==> src/hdl/raes_consts.vh <==
// Register map, field positions, reset values and timing counts of the remote error status block
`ifndef RAES_CONSTS_VH
`define RAES_CONSTS_VH

// ==========================================================================
// Register byte offsets
`define RAES_OFS_STATUS     4'h0
`define RAES_OFS_COMMAND    4'h4
`define RAES_OFS_IRQ_STAT   4'h8
`define RAES_OFS_IRQ_MASK   4'hc

// ==========================================================================
// Field positions in local_error_status, irq status and irq mask
`define RAES_BIT_DATA_ERR   7
`define RAES_BIT_RBUS_ERR   6
`define RAES_BIT_TIMEOUT    2
`define RAES_BIT_LINK_DOWN  0
`define RAES_BIT_CMD_CLEAR  0
`define RAES_STICKY_MASK    8'hc4
`define RAES_IRQ_MASK_USED  8'hc5

// ==========================================================================
// Reset values
`define RAES_RST_STATUS     8'h00
`define RAES_RST_IRQ_STAT   8'h00
`define RAES_RST_IRQ_MASK   8'h00

// ==========================================================================
// Times in their own units and cycle counts at the system clock
`define RAES_CLK_NS         40
`define RAES_NS_PER_US      1000
`define RAES_T_SLAVE_US     28
`define RAES_T_OVERHEAD_US  2
`define RAES_T_VBUS_US      48
`define RAES_T_V2P_US       40
`define RAES_T_DMA_MS       16
`define RAES_PCI_NORESP_CYC 6
`define RAES_CYC_LOCAL \
  (((`RAES_T_SLAVE_US + `RAES_T_OVERHEAD_US) * `RAES_NS_PER_US + `RAES_CLK_NS - 1) / `RAES_CLK_NS)
`define RAES_CYC_VBUS \
  ((`RAES_T_VBUS_US * `RAES_NS_PER_US + `RAES_CLK_NS - 1) / `RAES_CLK_NS)
`define RAES_CYC_V2P \
  ((`RAES_T_V2P_US * `RAES_NS_PER_US + `RAES_CLK_NS - 1) / `RAES_CLK_NS)
`define RAES_CYC_DMA \
  ((`RAES_T_DMA_MS * 1000 * `RAES_NS_PER_US) / `RAES_CLK_NS)

`endif

==> src/hdl/raes_top.v <==
// Error detection and local status register of a PCI to VMEbus cable adapter
//
// Function
// - Any remote cycle ended by a bus error sets status bit 6 until command reset.
// - PCI side: target abort or no response in six cycles is a bus error.
// - VMEbus side: BERR or no answer within 48 to 54 us is a bus error.
// - PCI-started VME cycle over 30 us ends locally, sets timeout; VME cycle continues.
// - A late VME error is reported as bus error on the next PCI remote access.
// - Any remote access over its time limit sets status bit 2 until command reset.
// - VME-to-PCI accesses time out at 40 us; DMA never runs past 16 ms.
// - Local timeout is 28 us slave time plus 2 us access overhead.
// - Status bit 0 follows power loss or cable detach and clears by itself.
// - With the link down every remote access fails with an error status.
// - On contention the PCI requester is retried and the VME transfer finishes.
// - Cable data are checked on arrival; a mismatch sets status bit 7.
//
// Decided for this implementation: the register offsets and the Avalon-MM register port.
`timescale 1ns/1ns
`include "raes_consts.vh"
module raes_top #(
  parameter        DATA_W  = 8,
  parameter [18:0] DMA_CYC = `RAES_CYC_DMA
) (
  input  wire              clk_sys_i,
  input  wire              reset_i,
  // Avalon-MM slave
  input  wire [3:0]        avs_address_i,
  input  wire              avs_read_i,
  input  wire              avs_write_i,
  input  wire [31:0]       avs_writedata_i,
  input  wire [3:0]        avs_byteenable_i,
  output reg  [31:0]       avs_readdata_o,
  output wire              avs_waitrequest_o,
  output wire              irq_o,
  // Link state pins
  input  wire              rmt_power_ok_i,
  input  wire              cable_present_i,
  // Cable receive data check
  input  wire              cable_valid_i,
  input  wire [DATA_W-1:0] cable_data_i,
  input  wire              cable_parity_i,
  // PCI master to remote VMEbus
  input  wire              pci_rmt_start_i,
  input  wire              vme_ack_i,
  input  wire              vme_berr_i,
  output reg               pci_rmt_ok_o,
  output reg               pci_rmt_err_o,
  output reg               pci_retry_o,
  output reg               vme_cyc_active_o,
  // VMEbus master to remote PCI
  input  wire              vme_rmt_start_i,
  input  wire              pci_devsel_i,
  input  wire              pci_tgt_abort_i,
  input  wire              pci_xfer_done_i,
  output reg               pci_bus_req_o,
  output reg               vme_rmt_ok_o,
  output reg               vme_rmt_err_o,
  // DMA watchdog
  input  wire              dma_active_i,
  output reg               dma_abort_o
);

  // ==========================================================================
  // PCI-to-VME cycle states
  localparam [2:0] ST_IDLE = 3'b001;
  localparam [2:0] ST_WAIT = 3'b010;
  // LATE: the local cycle has ended on timeout, the VME cycle still owns the remote bus
  localparam [2:0] ST_LATE = 3'b100;

  localparam [9:0]  LOCAL_CYC  = `RAES_CYC_LOCAL;
  localparam [10:0] VBUS_CYC   = `RAES_CYC_VBUS;
  localparam [9:0]  V2P_CYC    = `RAES_CYC_V2P;
  localparam [2:0]  NORESP_CYC = `RAES_PCI_NORESP_CYC;

  reg  [2:0] state;
  reg  [2:0] next_state;
  reg        pend_berr;
  reg        v2p_busy;
  reg        devsel_seen;
  reg  [7:0] status;
  reg  [7:0] irq_stat;
  reg  [7:0] irq_mask;
  reg        link_down_q;
  reg        bus_done;
  reg        pwr_meta;
  reg        pwr_sync;
  reg        cab_meta;
  reg        cab_sync;

  wire       link_down;
  wire       t_local;
  wire       t_vbus;
  wire       t_v2p;
  wire       t_noresp;
  wire       t_dma;

  // ==========================================================================
  // Link state synchroniser: both pins come from outside the clock domain
  // Resets to link down, so nothing remote is tried before both pins are seen high
  always @(posedge clk_sys_i or posedge reset_i) begin
    if (reset_i) begin
      pwr_meta <= 1'b0;
      pwr_sync <= 1'b0;
      cab_meta <= 1'b0;
      cab_sync <= 1'b0;
    end else begin
      pwr_meta <= rmt_power_ok_i;
      pwr_sync <= pwr_meta;
      cab_meta <= cable_present_i;
      cab_sync <= cab_meta;
    end
  end

  assign link_down = ~pwr_sync | ~cab_sync;

  // ==========================================================================
  // Watchdogs
  raes_timer #(.W(10), .LIMIT(LOCAL_CYC)) u_t_local (
    .clk_sys_i (clk_sys_i),
    .reset_i   (reset_i),
    .run_i     (state == ST_WAIT),
    .expired_o (t_local)
  );

  // Fires at the low edge of the 48 to 54 us window
  raes_timer #(.W(11), .LIMIT(VBUS_CYC)) u_t_vbus (
    .clk_sys_i (clk_sys_i),
    .reset_i   (reset_i),
    .run_i     (state != ST_IDLE),
    .expired_o (t_vbus)
  );

  raes_timer #(.W(10), .LIMIT(V2P_CYC)) u_t_v2p (
    .clk_sys_i (clk_sys_i),
    .reset_i   (reset_i),
    .run_i     (v2p_busy),
    .expired_o (t_v2p)
  );

  // No PCI clock here: the six bus cycles are counted in system clocks
  raes_timer #(.W(3), .LIMIT(NORESP_CYC)) u_t_noresp (
    .clk_sys_i (clk_sys_i),
    .reset_i   (reset_i),
    .run_i     (v2p_busy & ~devsel_seen & ~pci_devsel_i),
    .expired_o (t_noresp)
  );

  // One pulse per DMA run; the timeout bit it sets stays until command reset
  raes_timer #(.W(19), .LIMIT(DMA_CYC)) u_t_dma (
    .clk_sys_i (clk_sys_i),
    .reset_i   (reset_i),
    .run_i     (dma_active_i),
    .expired_o (t_dma)
  );

  // ==========================================================================
  // Contention: a VME-originated access owns the adapter, PCI gets a retry
  wire v2p_take  = vme_rmt_start_i & ~v2p_busy;
  // A PCI start is retried while any remote cycle is open; the requester must ask again
  wire p2v_retry = pci_rmt_start_i
                   & (v2p_busy | vme_rmt_start_i | (state != ST_IDLE));
  wire p2v_take  = pci_rmt_start_i & ~p2v_retry;

  // ==========================================================================
  // PCI-to-VME cycle sequencer
  always @* begin
    next_state = state;
    case (state)
      ST_IDLE: begin
        if (p2v_take && !link_down) begin
          next_state = ST_WAIT;
        end
      end
      ST_WAIT: begin
        if (link_down || vme_ack_i || vme_berr_i || t_vbus) begin
          next_state = ST_IDLE;
        end else if (t_local) begin
          next_state = ST_LATE;
        end
      end
      ST_LATE: begin
        if (link_down || vme_ack_i || vme_berr_i || t_vbus) begin
          next_state = ST_IDLE;
        end
      end
      default: begin
        next_state = ST_IDLE;
      end
    endcase
  end

  wire p2v_fail_down = p2v_take & link_down;
  wire p2v_late_rpt  = p2v_take & ~link_down & pend_berr;
  wire p2v_berr      = (state == ST_WAIT) & ~link_down & ~vme_ack_i & (vme_berr_i | t_vbus);
  wire p2v_tmo       = (state == ST_WAIT) & ~link_down & ~vme_ack_i & ~vme_berr_i
                       & ~t_vbus & t_local;
  wire p2v_drop      = (state == ST_WAIT) & link_down;
  wire late_berr     = (state == ST_LATE) & ~link_down & ~vme_ack_i & (vme_berr_i | t_vbus);

  always @(posedge clk_sys_i or posedge reset_i) begin
    if (reset_i) begin
      state            <= ST_IDLE;
      pend_berr        <= 1'b0;
      pci_rmt_ok_o     <= 1'b0;
      pci_rmt_err_o    <= 1'b0;
      pci_retry_o      <= 1'b0;
      vme_cyc_active_o <= 1'b0;
    end else begin
      state            <= next_state;
      vme_cyc_active_o <= (next_state != ST_IDLE);
      pci_retry_o      <= p2v_retry;
      pci_rmt_ok_o     <= (state == ST_WAIT) & ~link_down & vme_ack_i;
      pci_rmt_err_o    <= p2v_fail_down | p2v_late_rpt | p2v_berr | p2v_tmo | p2v_drop;
      // Held for the next PCI access; a lost link drops it since the remote side is gone
      if (late_berr) begin
        pend_berr <= 1'b1;
      end else if (p2v_late_rpt || link_down) begin
        pend_berr <= 1'b0;
      end
    end
  end

  // ==========================================================================
  // VME-to-PCI access
  wire v2p_fail_down = v2p_take & link_down;
  wire v2p_berr      = v2p_busy & ~pci_xfer_done_i & (pci_tgt_abort_i | t_noresp);
  wire v2p_tmo       = v2p_busy & ~pci_xfer_done_i & ~pci_tgt_abort_i & ~t_noresp & t_v2p;
  wire v2p_ok        = v2p_busy & pci_xfer_done_i;

  always @(posedge clk_sys_i or posedge reset_i) begin
    if (reset_i) begin
      v2p_busy      <= 1'b0;
      devsel_seen   <= 1'b0;
      pci_bus_req_o <= 1'b0;
      vme_rmt_ok_o  <= 1'b0;
      vme_rmt_err_o <= 1'b0;
      dma_abort_o   <= 1'b0;
    end else begin
      if (v2p_take && !link_down) begin
        v2p_busy    <= 1'b1;
        devsel_seen <= 1'b0;
      end else if (v2p_ok || v2p_berr || v2p_tmo) begin
        v2p_busy    <= 1'b0;
      end else if (pci_devsel_i) begin
        devsel_seen <= 1'b1;
      end
      // The adapter wins the PCI bus for the VME-originated transfer
      pci_bus_req_o <= (v2p_take & ~link_down)
                       | (v2p_busy & ~(v2p_ok | v2p_berr | v2p_tmo));
      vme_rmt_ok_o  <= v2p_ok;
      vme_rmt_err_o <= v2p_fail_down | v2p_berr | v2p_tmo;
      dma_abort_o   <= t_dma;
    end
  end

  // ==========================================================================
  // Error events
  wire ev_data  = cable_valid_i & ((^cable_data_i) != cable_parity_i);
  wire ev_rbus  = p2v_late_rpt | p2v_berr | v2p_berr;
  wire ev_tmo   = p2v_fail_down | v2p_fail_down | p2v_tmo | p2v_drop
                  | v2p_tmo | t_dma;
  wire ev_down  = link_down & ~link_down_q;

  // ==========================================================================
  // Avalon-MM slave: one wait state, effects at the edge with waitrequest low
  wire       bus_req  = avs_read_i | avs_write_i;
  wire       wr_en    = avs_write_i & bus_done & avs_byteenable_i[0];
  wire       wr_cmd   = wr_en & (avs_address_i[3:2] == `RAES_OFS_COMMAND >> 2);
  wire       wr_istat = wr_en & (avs_address_i[3:2] == `RAES_OFS_IRQ_STAT >> 2);
  wire       wr_imask = wr_en & (avs_address_i[3:2] == `RAES_OFS_IRQ_MASK >> 2);
  wire       cmd_clr  = wr_cmd & avs_writedata_i[`RAES_BIT_CMD_CLEAR];
  wire [7:0] ev_vec   = {ev_data, ev_rbus, 3'b000, ev_tmo, 1'b0, ev_down};
  wire [7:0] sticky   = {ev_data, ev_rbus, 3'b000, ev_tmo, 2'b00};
  reg  [7:0] next_status;
  reg  [31:0] next_rdata;

  // Exactly one wait state: the answer never comes in the cycle the request appears
  assign avs_waitrequest_o = bus_req & ~bus_done;

  always @* begin
    next_status = status;
    if (cmd_clr) begin
      next_status = status & ~`RAES_STICKY_MASK;
    end
    next_status = next_status | sticky;
    next_status[`RAES_BIT_LINK_DOWN] = link_down;
  end

  // The write-only command word reads as zero
  always @* begin
    next_rdata = 32'h0000_0000;
    case (avs_address_i[3:2])
      2'h0:    next_rdata = {24'h00_0000, status};
      2'h2:    next_rdata = {24'h00_0000, irq_stat};
      2'h3:    next_rdata = {24'h00_0000, irq_mask};
      default: next_rdata = 32'h0000_0000;
    endcase
  end

  // Read data are captured in the wait cycle and stand at the answer edge
  always @(posedge clk_sys_i or posedge reset_i) begin
    if (reset_i) begin
      bus_done       <= 1'b0;
      avs_readdata_o <= 32'h0000_0000;
    end else begin
      bus_done <= bus_req & ~bus_done;
      if (avs_read_i && !bus_done) begin
        avs_readdata_o <= next_rdata;
      end
    end
  end

  // ==========================================================================
  // Status register and link edge detector
  always @(posedge clk_sys_i or posedge reset_i) begin
    if (reset_i) begin
      status      <= `RAES_RST_STATUS;
      link_down_q <= 1'b0;
    end else begin
      status      <= next_status;
      link_down_q <= link_down;
    end
  end

  // ==========================================================================
  // Interrupt status and mask
  always @(posedge clk_sys_i or posedge reset_i) begin
    if (reset_i) begin
      irq_stat <= `RAES_RST_IRQ_STAT;
      irq_mask <= `RAES_RST_IRQ_MASK;
    end else begin
      // New events win over a write-one-to-clear in the same cycle
      if (wr_istat) begin
        irq_stat <= (irq_stat & ~avs_writedata_i[7:0]) | ev_vec;
      end else begin
        irq_stat <= irq_stat | ev_vec;
      end
      if (wr_imask) begin
        irq_mask <= avs_writedata_i[7:0] & `RAES_IRQ_MASK_USED;
      end
    end
  end

  // Level output; software clears the cause through the irq status word
  assign irq_o = |(irq_stat & irq_mask);

endmodule // raes_top

==> src/hdl/raes_timer.v <==
// Watchdog counter that pulses once when a run level has lasted LIMIT cycles
`timescale 1ns/1ns
module raes_timer #(
  parameter         W     = 11,
  parameter [W-1:0] LIMIT = 11'd750
) (
  input  wire       clk_sys_i,
  input  wire       reset_i,
  input  wire       run_i,
  output reg        expired_o
);

  reg [W-1:0] count;

  // ==========================================================================
  // Counter saturates at the limit so the pulse fires only once per run
  always @(posedge clk_sys_i or posedge reset_i) begin
    if (reset_i) begin
      count     <= {W{1'b0}};
      expired_o <= 1'b0;
    end else if (!run_i) begin
      count     <= {W{1'b0}};
      expired_o <= 1'b0;
    end else begin
      if (count != LIMIT) begin
        count <= count + {{(W-1){1'b0}}, 1'b1};
      end
      expired_o <= (count == LIMIT - {{(W-1){1'b0}}, 1'b1});
    end
  end

endmodule // raes_timer

==> config.mk <==
export PLATFORM = sky130hd
export DESIGN_NAME = raes_top
export DESIGN_NICKNAME = d
export VERILOG_FILES = /design/src/hdl/raes_top.v /design/src/hdl/raes_timer.v
export VERILOG_INCLUDE_DIRS = /design/src /design/src/hdl
export SDC_FILE = /design/constraint.sdc
export NUM_CORES = 1
export LEC_CHECK = 0
export ABC_AREA = 1
export BUFFER_PORTS_ARGS = -buffer_cell sky130_fd_sc_hd__buf_2
export CAP_MARGIN = 5
export CORE_MARGIN = 8
export CORE_UTILIZATION = 40
export CTS_CLUSTER_SIZE = 14
export DETAILED_ROUTE_END_ITERATION = 16
export PLACE_DENSITY = 0.6
export SKIP_CTS_REPAIR_TIMING = 1
export SLEW_MARGIN = 20
export SYNTH_ARGS = -nofsm -noshare
export SYNTH_HDL_FRONTEND = slang
export SYNTH_SLANG_ARGS = --single-unit
==> constraint.sdc <==
create_clock -name clk_sys_i -period 5.6 [get_ports clk_sys_i]
set_input_delay 0.84 -clock clk_sys_i [delete_from_list [all_inputs] [get_ports clk_sys_i]]
set_output_delay 0.84 -clock clk_sys_i [all_outputs]
set_load 0.05 [all_outputs]
==> reports/qor.txt <==
overall power - 1660 µW
number of cell rows - 41
core area - 12,600 µm²
clock sink total - 101
Clk pwr share - 0.374
layout cell share with drive strength beyond 1 - 0.133
total CTS buffers - 9
drt drc - 0
Hold Vio Cnt, Final - 0
MaxCap Viol Count - 0
Post-Synthesis Cells - 614
post-route setup slack - 3.30 ns
Clock transition at path regs - 0.06 ns
HP Class - reg2reg
worst hold slack - 0.351 ns
final setup fails - 0
vias in the first global route - 4,068
CP Capture Type - output port
WS Path Type - in2out
Pint - 1180 µW
clk buf depth - 2
ANT cells - 0
H-tree depth - 3
post-layout min period - 2.30 ns
CP required - 4.76 ns
GRT Total Usage - 0.131
DPL Wire Length - 7850 µm
final setup TNS - 0 ns
yosys warns - 0
global-route wire length before repair - 17,700 µm
period utilization - 0.411
CTS tree - yes
Syn-to-layout area delta - 13.1%
IO buf count - 52
# IOs - 106
Max FO, Critical Path - 6
Psw - 479 µW
RSZ-0062 raised after global routing - false
vias per cell - 4.80
Placement Setup Slack - 3.31 ns
Clock Latency Late Sink - 0.34 ns
DR iter-0 viols - 306
switching fraction of total power - 0.288
status - complete, no violations
synth top area cells - dfrtp_1 49%, nand2_1 9.4%, inv_1 6.6%
Lkg Pwr - 0.00275 µW
die width - 129 µm
Mean Syn Cell Area - 8.32 µm²
Routed Antenna Nets - 0
power share of the combinational group - 0.146
Initial Util - 0.407
post-synth top area share - 0.490
max_slew headroom - 0.434
Detailed Route WL - 10,400 µm
Root Buffer - clkbuf_16
synth unique cells - 37
routed via count - 4,089
Seq/Total Area, Yosys - 0.495
GRT overflow - 0
DR WL/cell - 12.2 µm
slew at the pin closest to its max-slew limit - 0.849 ns
Die Area - 16,600 µm²
power share of the sequential group - 0.480
type of origin of the critical path - input pin
cell area after synthesis - 5110 µm²
die height - 129 µm
fin. max-slew vios - 0
initial antenna violation count - 0
flops & latches, synth - 101
fin nets - 750
data arrival time of the worst path - 1.46 ns
DR pass1 iterations - 4
VDD IR-drop max - 0.167 mV
power per cell area - 288 nW/µm²
fmax - 434 MHz
Synth area leader - dfrtp_1
Setup Skew - 0.00664 ns
pin count of the biggest net entering global routing - 69
routability cong. - 0.783
layer usage:
layer | vias to the layer above | track usage | share of wire
met5 | - | 0 | 0
met4 | 0 | 0.0366 | 0.0047
met3 | 4 | 0.0431 | 0.055
met2 | 71 | 0.223 | 0.48
met1 | 1951 | 0.155 | 0.46
li1 | 2063 | - | -
critical path, cell delays in order:
cell     delay, ns
buf_2         0.07
inv_1         0.07
a21oi_1       0.19
buf_2         0.29
final timing paths:
kind | startpoint | endpoint | slack (ns) | depth (start not counted)
min reg2reg | pwr_meta | pwr_sync | 0.35 | 0
max reg2reg | v2p_busy | devsel_seen | 3.86 | 7
max | avs_read_i | avs_waitrequest_o | 3.30 | 4
min in group asynchronous | reset_i | u_t_vbus.count[1] | 0.50 | 2
min | pwr_meta | pwr_sync | 0.35 | 0
max in group asynchronous | reset_i | u_t_v2p.expired_o | 3.91 | 3
kinds of logic after synthesis:
group	share of synthesized area
and+or+nand+nor	0.257
adders and majority gates	0.0294
other	0.000734
AOI/OAI and AO/OA	0.0879
DFF	0.495
xor gates and xnor gates	0.0154
muxes	0.00881
buffers and inverters	0.106
stage by stage:
step	cells	area, µm²	util
after floorplan	637	5200	-
final	851	5780	0.460
after global placement	835	5480	0.436
after CTS	851	5780	0.460
after detailed placement	835	5480	0.436
after global routing	851	5780	0.460
final cells by class:
cell class / instances / area [µm²]
flip-flops and latches: 101 / 2530
well taps: 172 / 215
clock inverters: 6 / 71.3
clock buffers: 10 / 229
inverters: 90 / 340
repair buffers: 53 / 268
fillers: 1256 / 6790
multi-input cells: 419 / 2130
flip-flops by register name, summed over array words and instances (netlist names), 3 cells and up:
name	count
u_t_noresp.count	3
u_t_v2p.count	10
u_t_dma.count	19
irq_mask	4
u_t_vbus.count	11
avs_readdata_o	8
u_t_local.count	10
state	3
status	4
irq_stat	8
power by group through the flow:
stage | Combinational, µW | Clock, µW | Sequential (µW)
6_report | 243 | 622 | 798
5_1_grt | 268 | 681 | 803
4_1_cts | 245 | 650 | 797
3_5_place_dp | 244 | 0 | 812
3_3_place_gp | 240 | 0 | 809
2_1_floorplan | 146 | 0 | 860
synthesized netlist by cell type, drive strengths merged:
cell and number:
nor4 4, nand3 37, dfrtp 100, o31ai 2, xor2 6, conb 1, a21oi 24, xnor2 3
nand2 131, o21a 1, mux2 4, inv 90, o211ai 4, dfstp 1, a31oi 6, o21bai 2
clkbuf 2, nor2 63, ha 12, o2bb2ai 1, nor3b 3, or2 1, buf 25, nand4 18
nand3b 1, o21ai 43, nor3 29
layout by cell type, fill, tap and decap left out, drive strengths merged, types with 2 or more instances in the layout:
cell    instances
inv            92
dfrtp         100
a31oi           6
nor2           63
buf            53
mux2            4
nor4            4
nor3b           3
nor3           29
xnor2           3
nand2         131
conb           24
clkinv          2
nand4          18
ha             12
a21oi          24
o21ai          43
o211ai          4
xor2            6
o31ai           2
nand3          37
clkbuf         10
o21bai          2
No activity file was read; power rests on OpenSTA's default activity.
